$ cat config.mk
export PLATFORM = sky130hd
export DESIGN_NAME = zac_top
export DESIGN_NICKNAME = d
export VERILOG_FILES = /design/src/rtl/zac_top.v
export VERILOG_INCLUDE_DIRS = /design/src /design/src/shared
export SDC_FILE = /design/constraint.sdc
export NUM_CORES = 2
export LEC_CHECK = 0
export BUFFER_PORTS_ARGS = -buffer_cell sky130_fd_sc_hd__buf_2
export CAP_MARGIN = 20
export CORE_ASPECT_RATIO = 0.75
export CORE_MARGIN = 4
export CORE_UTILIZATION = 44
export DETAILED_ROUTE_END_ITERATION = 16
export PLACE_DENSITY_LB_ADDON = 0.05
export SLEW_MARGIN = 20
export SYNTH_ARGS = -nofsm -noshare
export SYNTH_HDL_FRONTEND = slang
export SYNTH_SLANG_ARGS = --single-unit
$ cat constraint.sdc
create_clock -name CLK -period 62.7 [get_ports CLK]
set_input_delay 12.54 -clock CLK [delete_from_list [all_inputs] [get_ports CLK]]
set_output_delay 12.54 -clock CLK [all_outputs]
set_load 0.01 [all_outputs]
$ cat src/shared/zac_consts.vh
// Constants for the zone access control block.
`ifndef ZAC_CONSTS_VH
`define ZAC_CONSTS_VH

// ----------------------------------------------------------------------------
// Reset values and the locked failure count
// ----------------------------------------------------------------------------
`define ZAC_RULE_RESET     8'hff
`define ZAC_KEYSEL_RESET   8'hff
`define ZAC_FAIL_FULL      8'hff
`define ZAC_FAIL_LOCKED    8'h00
`define ZAC_ID_RESET       56'hffffffffffffff
`define ZAC_CRYPT_RESET    56'hffffffffffffff
`define ZAC_SESS_RESET     64'hffffffffffffffff
`define ZAC_SEED_RESET     64'hffffffffffffffff
`define ZAC_PASS_RESET     24'hffffff

// ----------------------------------------------------------------------------
// Access rule field positions
// ----------------------------------------------------------------------------
`define ZAC_PM_HI          7
`define ZAC_PM_LO          6
`define ZAC_AM_HI          5
`define ZAC_AM_LO          4
`define ZAC_ER_BIT         3
`define ZAC_WLM_BIT        2
`define ZAC_MDF_BIT        1
`define ZAC_PGO_BIT        0

// ----------------------------------------------------------------------------
// Key and passcode selection field positions
// ----------------------------------------------------------------------------
`define ZAC_AK_HI          7
`define ZAC_AK_LO          6
`define ZAC_POK_HI         5
`define ZAC_POK_LO         4
`define ZAC_PW_HI          2
`define ZAC_PW_LO          0

// ----------------------------------------------------------------------------
// Policy encodings
// ----------------------------------------------------------------------------
`define ZAC_PM_NONE        2'h3
`define ZAC_PM_WRITE       2'h2
`define ZAC_AM_NONE        2'h3
`define ZAC_AM_WRITE       2'h2
`define ZAC_AM_NORMAL      2'h1
`define ZAC_AM_DUAL        2'h0

// ----------------------------------------------------------------------------
// Configuration kinds on the internal configuration port
// ----------------------------------------------------------------------------
`define ZAC_KIND_RULE      3'h0
`define ZAC_KIND_KEYSEL    3'h1
`define ZAC_KIND_ID        3'h2
`define ZAC_KIND_CRYPT     3'h3
`define ZAC_KIND_SESS      3'h4
`define ZAC_KIND_SEED      3'h5
`define ZAC_KIND_PASS      3'h6
`define ZAC_KIND_FAIL      3'h7

// ----------------------------------------------------------------------------
// Misc
// ----------------------------------------------------------------------------
`define ZAC_MASTER_SET     3'h7

`endif

$ cat src/rtl/zac_top.v
// Zone access control: policy registers, passcode checks and access decisions.
//
// Operation
// - Passcode policy 11: no passcode needed.
// - Policy 10: reads free, writes need write passcode.
// - Policy 0x: read or write passcode; write grants read.
// - Zone selects one of eight passcode sets.
// - Write passcode verified allows editing that set.
// - Auth policy 11: no authentication needed.
// - Auth policy 10: authentication for writes only.
// - Auth policy 01: full key authentication always.
// - Policy 00: clear key clears, full key full.
// - Clear key select ignored unless policy 00.
// - Policy 00 with clear-only: never set bits.
// - Authenticated zones demand valid checksum on writes.
// - Encryption-required zones refuse cleartext access.
// - Byte-lock pages: lock byte bit guards byte.
// - Byte-lock mode accepts single-byte writes only.
// - Modify-forbidden zone rejects every write.
// - Clear-only zone: writes only clear bits.
// - Zones share seeds; one authentication opens all zones naming that seed.
// - Policy registers act immediately, reset all ones.
// - Successful authentication updates the cryptogram.
// - Authentication or encryption updates the session key.
// - Master passcode writes config until fuse blown.
// - Fail counters step four times, then lock.
// - Eight-trial option shifts counter eight times.
// - Sixteen 8-bit access rule registers.
`include "zac_consts.vh"

module zac_top (
  input  wire        CLK,
  input  wire        RESET_N,
  input  wire        PERSONALIZATION_FUSE,
  input  wire        EIGHT_TRIAL_OPTION,
  input  wire        ENC_ACTIVE,
  input  wire        CFG_WR,
  input  wire        CFG_RD,
  input  wire [2:0]  CFG_KIND,
  input  wire [3:0]  CFG_IDX,
  input  wire [63:0] CFG_WDATA,
  output reg         CFG_ACK,
  output reg         CFG_OK,
  output reg  [63:0] CFG_RDATA,
  input  wire        PV_REQ,
  input  wire [2:0]  PV_SET,
  input  wire        PV_WRITE,
  input  wire [23:0] PV_VALUE,
  output reg         PV_DONE,
  output reg         PV_PASS,
  input  wire        AUTH_OK,
  input  wire        AUTH_FAIL,
  input  wire [1:0]  AUTH_SEED,
  input  wire [55:0] AUTH_CRYPT_NEXT,
  input  wire [63:0] AUTH_SESS_NEXT,
  input  wire        ENC_OK,
  input  wire [1:0]  ENC_SEED,
  input  wire [63:0] ENC_SESS_NEXT,
  input  wire        ACC_REQ,
  input  wire [3:0]  ACC_ZONE,
  input  wire        ACC_WRITE,
  input  wire        ACC_SINGLE,
  input  wire [2:0]  ACC_BYTE,
  input  wire [7:0]  ACC_LOCK,
  input  wire [7:0]  ACC_OLD,
  input  wire [7:0]  ACC_NEW,
  input  wire        ACC_CKSUM_OK,
  output reg         ACC_DONE,
  output reg         ACC_GRANT,
  output reg  [7:0]  ACC_DATA
);

  // --------------------------------------------------------------------------
  // Storage
  // --------------------------------------------------------------------------
  reg        rst_meta_reg;
  reg        rst_sync_reg;
  reg [7:0]  rule_reg   [0:15];
  reg [7:0]  keysel_reg [0:15];
  reg [23:0] pass_reg   [0:15];
  reg [7:0]  fail_reg   [0:15];
  reg [55:0] crypt_reg  [0:3];
  reg [63:0] sess_reg   [0:3];
  reg [63:0] seed_reg   [0:3];
  reg [55:0] id_reg;
  reg [7:0]  pw_rd_ok_reg;
  reg [7:0]  pw_wr_ok_reg;
  reg [3:0]  seed_ok_reg;
  integer    i;

  wire rst_n = rst_sync_reg;

  // --------------------------------------------------------------------------
  // Failure counter step
  // --------------------------------------------------------------------------
  // The active-low option bit selects the long sequence.
  function [7:0] fail_step;
    input [7:0] cnt;
    input       eight_n;
    begin
      if (!eight_n) begin
        fail_step = {cnt[6:0], 1'b0};
      end else begin
        fail_step = {cnt[6:4], 1'b0, cnt[2:0], 1'b0};
      end
    end
  endfunction

  // --------------------------------------------------------------------------
  // Key set index
  // --------------------------------------------------------------------------
  // Only four key sets exist, so the upper index bits are ignored on purpose.
  function [1:0] key_index;
    input [3:0] idx;
    begin
      key_index = idx[1:0];
    end
  endfunction

  // --------------------------------------------------------------------------
  // Reset release
  // --------------------------------------------------------------------------
  always @(posedge CLK or negedge RESET_N) begin
    if (!RESET_N) begin
      rst_meta_reg <= 1'b0;
      rst_sync_reg <= 1'b0;
    end else begin
      rst_meta_reg <= 1'b1;
      rst_sync_reg <= rst_meta_reg;
    end
  end

  // --------------------------------------------------------------------------
  // Access decision
  // --------------------------------------------------------------------------
  wire [7:0] ar       = rule_reg[ACC_ZONE];
  wire [7:0] kr       = keysel_reg[ACC_ZONE];
  wire [1:0] pm       = ar[`ZAC_PM_HI:`ZAC_PM_LO];
  wire [1:0] am       = ar[`ZAC_AM_HI:`ZAC_AM_LO];
  wire [1:0] ak       = kr[`ZAC_AK_HI:`ZAC_AK_LO];
  wire [1:0] clear_key_select      = kr[`ZAC_POK_HI:`ZAC_POK_LO];
  wire [2:0] pw       = kr[`ZAC_PW_HI:`ZAC_PW_LO];
  wire       pw_rd_ok = pw_rd_ok_reg[pw];
  wire       pw_wr_ok = pw_wr_ok_reg[pw];
  wire       full_ok  = seed_ok_reg[ak];
  wire       clr_ok   = seed_ok_reg[clear_key_select];

  reg        pass_ok;
  reg        auth_ok;
  reg        clear_only;
  reg        write_ok;
  reg        grant;
  reg [7:0]  merged;

  always @* begin
    pass_ok    = 1'b0;
    auth_ok    = 1'b0;
    clear_only = ~ar[`ZAC_PGO_BIT];
    write_ok   = 1'b1;
    // The zone's set index picks the passcode flags used here.
    if (pm == `ZAC_PM_NONE) begin
      pass_ok = 1'b1;
    end else if (pm == `ZAC_PM_WRITE) begin
      pass_ok = ACC_WRITE ? pw_wr_ok : 1'b1;
    end else begin
      pass_ok = ACC_WRITE ? pw_wr_ok : (pw_rd_ok | pw_wr_ok);
    end
    // Seed flags are per seed, so zones naming one seed open together.
    case (am)
      `ZAC_AM_NONE: begin
        auth_ok = 1'b1;
      end
      `ZAC_AM_WRITE: begin
        auth_ok = ACC_WRITE ? full_ok : 1'b1;
      end
      `ZAC_AM_NORMAL: begin
        auth_ok = full_ok;
      end
      default: begin
        auth_ok = full_ok | clr_ok;
        if (!full_ok) begin
          clear_only = 1'b1;
        end
      end
    endcase
    if (ACC_WRITE) begin
      if (am != `ZAC_AM_NONE && !ACC_CKSUM_OK) begin
        write_ok = 1'b0;
      end
      if (!ar[`ZAC_WLM_BIT]) begin
        if (!ACC_SINGLE) begin
          write_ok = 1'b0;
        end
        if (!ACC_LOCK[ACC_BYTE]) begin
          write_ok = 1'b0;
        end
      end
      if (!ar[`ZAC_MDF_BIT]) begin
        write_ok = 1'b0;
      end
    end
    // All requirements must hold together.
    grant = pass_ok & auth_ok & write_ok & (ar[`ZAC_ER_BIT] | ENC_ACTIVE);
    // Merging old and new data keeps stored zeros under the full key only in clear-only zones.
    if (clear_only) begin
      merged = ACC_OLD & ACC_NEW;
    end else begin
      merged = ACC_NEW;
    end
  end

  // --------------------------------------------------------------------------
  // Configuration rights
  // --------------------------------------------------------------------------
  wire       master_ok = pw_wr_ok_reg[`ZAC_MASTER_SET] & PERSONALIZATION_FUSE;
  wire [2:0] cfg_set   = CFG_IDX[3:1];
  reg        cfg_wr_ok;
  reg        cfg_rd_ok;
  reg [63:0] cfg_rd_val;

  always @* begin
    cfg_wr_ok  = master_ok;
    cfg_rd_ok  = 1'b1;
    cfg_rd_val = 64'h0;
    case (CFG_KIND)
      `ZAC_KIND_RULE: begin
        cfg_rd_val = {56'h0, rule_reg[CFG_IDX]};
      end
      `ZAC_KIND_KEYSEL: begin
        cfg_rd_val = {56'h0, keysel_reg[CFG_IDX]};
      end
      `ZAC_KIND_ID: begin
        cfg_rd_val = {8'h0, id_reg};
      end
      `ZAC_KIND_CRYPT: begin
        cfg_rd_val = {8'h0, crypt_reg[key_index(CFG_IDX)]};
      end
      `ZAC_KIND_SESS: begin
        cfg_rd_val = sess_reg[key_index(CFG_IDX)];
      end
      `ZAC_KIND_SEED: begin
        cfg_rd_val = seed_reg[key_index(CFG_IDX)];
      end
      `ZAC_KIND_PASS: begin
        // Passcodes are only visible to the set's write code holder or, while the fuse is intact, the master.
        cfg_wr_ok  = master_ok | pw_wr_ok_reg[cfg_set];
        cfg_rd_ok  = master_ok | pw_wr_ok_reg[cfg_set];
        cfg_rd_val = {40'h0, pass_reg[CFG_IDX]};
      end
      default: begin
        cfg_rd_val = {56'h0, fail_reg[CFG_IDX]};
      end
    endcase
  end

  // --------------------------------------------------------------------------
  // Passcode check
  // --------------------------------------------------------------------------
  wire [3:0] pv_idx   = {PV_SET, PV_WRITE};
  wire [7:0] pv_cnt   = fail_reg[pv_idx];
  wire       pv_live  = (pv_cnt != `ZAC_FAIL_LOCKED);
  wire       pv_match = pv_live & (pass_reg[pv_idx] == PV_VALUE);

  // --------------------------------------------------------------------------
  // State update
  // --------------------------------------------------------------------------
  // Hardware events are applied after configuration writes so they win
  // when both touch the same entry in one cycle.
  always @(posedge CLK or negedge rst_n) begin
    if (!rst_n) begin
      for (i = 0; i < 16; i = i + 1) begin
        rule_reg[i]   <= `ZAC_RULE_RESET;
        keysel_reg[i] <= `ZAC_KEYSEL_RESET;
        pass_reg[i]   <= `ZAC_PASS_RESET;
        fail_reg[i]   <= `ZAC_FAIL_FULL;
      end
      for (i = 0; i < 4; i = i + 1) begin
        crypt_reg[i] <= `ZAC_CRYPT_RESET;
        sess_reg[i]  <= `ZAC_SESS_RESET;
        seed_reg[i]  <= `ZAC_SEED_RESET;
      end
      id_reg       <= `ZAC_ID_RESET;
      pw_rd_ok_reg <= 8'h00;
      pw_wr_ok_reg <= 8'h00;
      seed_ok_reg  <= 4'h0;
      CFG_ACK      <= 1'b0;
      CFG_OK       <= 1'b0;
      CFG_RDATA    <= 64'h0;
      PV_DONE      <= 1'b0;
      PV_PASS      <= 1'b0;
      ACC_DONE     <= 1'b0;
      ACC_GRANT    <= 1'b0;
      ACC_DATA     <= 8'h00;
    end else begin
      // ----------------------------------------------------------------------
      // Answers
      // ----------------------------------------------------------------------
      CFG_ACK  <= CFG_WR | CFG_RD;
      CFG_OK   <= CFG_WR ? cfg_wr_ok : (CFG_RD & cfg_rd_ok);
      PV_DONE  <= PV_REQ;
      PV_PASS  <= PV_REQ & pv_match;
      ACC_DONE <= ACC_REQ;
      ACC_GRANT <= ACC_REQ & grant;
      if (CFG_RD) begin
        CFG_RDATA <= cfg_rd_ok ? cfg_rd_val : 64'h0;
      end
      if (ACC_REQ) begin
        ACC_DATA <= (ACC_WRITE && grant) ? merged : 8'h00;
      end
      // ----------------------------------------------------------------------
      // Configuration writes
      // ----------------------------------------------------------------------
      if (CFG_WR && cfg_wr_ok) begin
        case (CFG_KIND)
          `ZAC_KIND_RULE: begin
            rule_reg[CFG_IDX] <= CFG_WDATA[7:0];
          end
          `ZAC_KIND_KEYSEL: begin
            keysel_reg[CFG_IDX] <= CFG_WDATA[7:0];
          end
          `ZAC_KIND_ID: begin
            id_reg <= CFG_WDATA[55:0];
          end
          `ZAC_KIND_CRYPT: begin
            crypt_reg[key_index(CFG_IDX)] <= CFG_WDATA[55:0];
          end
          `ZAC_KIND_SESS: begin
            sess_reg[key_index(CFG_IDX)] <= CFG_WDATA;
          end
          `ZAC_KIND_SEED: begin
            seed_reg[key_index(CFG_IDX)] <= CFG_WDATA;
          end
          `ZAC_KIND_PASS: begin
            pass_reg[CFG_IDX] <= CFG_WDATA[23:0];
          end
          default: begin
            fail_reg[CFG_IDX] <= CFG_WDATA[7:0];
          end
        endcase
      end
      // ----------------------------------------------------------------------
      // Passcode and cipher events
      // ----------------------------------------------------------------------
      if (PV_REQ) begin
        if (pv_match) begin
          fail_reg[pv_idx] <= `ZAC_FAIL_FULL;
          if (PV_WRITE) begin
            pw_wr_ok_reg[PV_SET] <= 1'b1;
          end else begin
            pw_rd_ok_reg[PV_SET] <= 1'b1;
          end
        end else begin
          // A locked counter stays at zero because the step keeps zeros.
          fail_reg[pv_idx] <= fail_step(pv_cnt, EIGHT_TRIAL_OPTION);
          if (PV_WRITE) begin
            pw_wr_ok_reg[PV_SET] <= 1'b0;
          end else begin
            pw_rd_ok_reg[PV_SET] <= 1'b0;
          end
        end
      end
      if (AUTH_FAIL) begin
        seed_ok_reg[AUTH_SEED] <= 1'b0;
      end
      if (AUTH_OK) begin
        seed_ok_reg[AUTH_SEED] <= 1'b1;
        crypt_reg[AUTH_SEED]   <= AUTH_CRYPT_NEXT;
        sess_reg[AUTH_SEED]    <= AUTH_SESS_NEXT;
      end
      if (ENC_OK) begin
        sess_reg[ENC_SEED] <= ENC_SESS_NEXT;
      end
    end
  end

endmodule

==> flow_summary.json <==
{
  "status": "finished clean",
  "r2r_slack_ns": 57.54,
  "final_common_cell": "dfstp_2",
  "crit_end": "fail_reg[124]",
  "fin_crit_ns": 17.64,
  "post-route-period-util_pct": 28.1,
  "grt_pass1_wl_um": 439000,
  "synth_cell_types": 55,
  "crit_fanout": 73,
  "gp_congestion": 0.797,
  "critPathCaptureType": "flop",
  "cts_resized": 0,
  "layout-drive-gt1-share_pct": 59.3,
  "post-route-cell-area_um2": 101000,
  "dpl.hpwl_um": 175000,
  "synth_edf_count": 0,
  "first_global_vias": 60300,
  "cts_setup_buffers": 0,
  "synth_nets": 7046,
  "nNetsFinal": 7124,
  "grt_busiest_layer": "met2",
  "die-area_um2": 212000,
  "start_util_pct": 44.4,
  "cts_tree": "built",
  "fin_skew_ns": 0.0537,
  "synth_cells": 6713,
  "ios": 411,
  "rr_startpoint": "rst_n",
  "netlist_area_um2": 90100,
  "p_leak_uw": 0.0393,
  "clk_latency_ns": 0.85,
  "met3_usage_pct": 4.97,
  "htreeDepth": 4,
  "finalHoldViolCount": 0,
  "drtIter0Drc": 4945,
  "final_cell_mix": "dfstp_2, mux2_2, mux2i_1, mux4_2, a21oi_1",
  "wl_per_cell_um": 31.0,
  "cts_inserted_buffers": 188,
  "rr_worst_depth": 5,
  "synth-seq-area-share_pct": 48.3,
  "r2r_end": "ACC_GRANT",
  "hold_path.class": "reg2reg",
  "ys_ff_latch": 1660,
  "worst_slack_ns": 45.06,
  "die_h_um": 400,
  "path_class": "in2reg",
  "worst-slew-pin-transition_ns": 1.23,
  "power-per-cell-area_nw_per_um2": 28.7,
  "dpl_cell_area_um2": 94300,
  "ant_nets": 0,
  "drv_cap": 0,
  "placeableCoreArea_um2": 203000,
  "dp_cells": 9280,
  "fin_setup_tns_ns": 0,
  "avgSynthCellArea_um2": 13.4,
  "max_slew_margin_pct": 18.0,
  "cts_sinks": 1660,
  "std_cell_rows": 143,
  "grt_usage_pct": 27.8,
  "yosysWarnings": 0,
  "fmax_mhz": 56.7,
  "required_ns": 63.41,
  "largest_reg_flops": 384,
  "rsz0062_at_grt": "no",
  "syn_to_final_growth_pct": 11.6,
  "cts_hold_buffers": 0,
  "pre_cts_slack_ns": 44.33,
  "slew_viol_final": 0,
  "ys.flop_type": "dfstp_2",
  "die_w_um": 531,
  "first_pass_iters": 5,
  "grt_start_max_net_pins": 172,
  "crit_arrival_ns": 18.35,
  "startpoint": "PV_SET[0]",
  "drc_errors": 0,
  "met1_usage_pct": 40.9,
  "cp-start-kind": "input port",
  "vias": 60000,
  "io_buffers": 410,
  "antenna_found_initial": 82,
  "vdd_drop_max_uv": 19.7,
  "use_met2_pct": 42.8,
  "setup_viol": 0,
  "path_clk_slew_ns": 0.06,
  "overflow": 0,
  "async_reset_ff_share_pct": 100,
  "final_cell_count_no_fill": 9650,
  "wl_um": 299000,
  "viasPerCell": 6.21,
  "cts-root-buf": "clkbuf_16",
  "clockBufferDepth": 4
}
==> final cells by class <==
cell class	instances	area [um2]
diodes	40	100
clock buffers	283	5600
clock inverters	44	489
fillers	17600	103000
inverters	70	263
multi-input cells	4307	43900
flip-flops and latches	1660	43500
well taps	2682	3360
repair buffers	564	3400
==> report_power, final <==
group          switching [uW]  internal (uW)
clock network             460            653
logic                     224            214
registers                71.0           1270
total                     756           2130
==> cell usage after synthesis, drive strengths merged, types with 2 or more instances <==
master	number	share of area, %
dfstp	1560	45
mux2	963	12
mux2i	658	7.3
mux4	645	16
a21oi	499	2.8
clkbuf	488	2.0
nor2	391	1.6
o21ai	295	1.6
a21o	257	2.1
buf	188	1.0
a22oi	133	1.3
nand2	105	0.44
dfrtp	100	2.8
inv	70	0.29
o22ai	64	0.44
a22o	49	0.48
a221oi	47	0.46
xnor2	24	0.23
nand3	21	0.12
nor2b	20	0.14
nand2b	18	0.12
nor3	18	0.10
a221o	16	0.18
a32o	8	0.089
nor4	8	0.069
o221ai	8	0.078
and2	6	0.042
a211oi	5	0.042
nor3b	5	0.042
or2	5	0.035
and3	4	0.028
nand3b	4	0.033
nand4	4	0.028
o211ai	4	0.033
and3b	3	0.029
or4	3	0.025
a21boi	2	0.017
o31ai	2	0.017
or3b	2	0.019
xor2	2	0.019
==> how the worst min path moves through the flow <==
stage	slack (ns)	from	cells past startpoint	to
floorplan	0.33	rst_meta_reg	0	rst_n
global route	0.37	rst_meta_reg	0	rst_n
detailed placement	0.35	rst_meta_reg	0	rst_n
global placement	0.34	rst_meta_reg	0	rst_n
finish	0.36	rst_meta_reg	0	rst_n
CTS	0.36	rst_meta_reg	0	rst_n
==> metal layers <==
layer  up-vias  share of wire, %
li1      25600                 -
met1     31900                45
met2      1947                46
met3       453               6.1
met4        24               2.4
met5         -             0.054
==> through the flow <==
stage	total power, uW	util (%)	hold slack, ns
floorplan	1640	-	0.331
global placement	1780	46.4	0.338
detailed placement	1790	46.5	0.350
CTS	2920	49.4	0.364
global route	3010	49.5	0.372
finish	2890	49.5	0.361
==> kinds of logic (layout without fill, tap and decap cells) <==
logic type                count (synthesis)  after routing  share of synthesized area (%)
and+or+nand+nor                         620            620                           2.93
other                                     1             41                        0.00416
DFF                                    1660           1660                           48.3
xor gates and xnor gates                 26             26                          0.253
AOI/OAI and AO/OA                      1394           1394                           9.76
buffers and inverters                   746            961                           3.35
muxes                                  2266           2266                           35.5
==> worst max-delay path: stages <==
cell and delay, ns:
buf_6 0.31, buf_4 0.78, buf_4 0.77, mux4_2 0.42
mux4_2 0.49, xnor2_1 0.24, nand4_1 0.31, nor3_1 0.42
nand3_4 0.75, buf_4 0.74, a22oi_1 0.33
(Power assumes the default switching activity.)
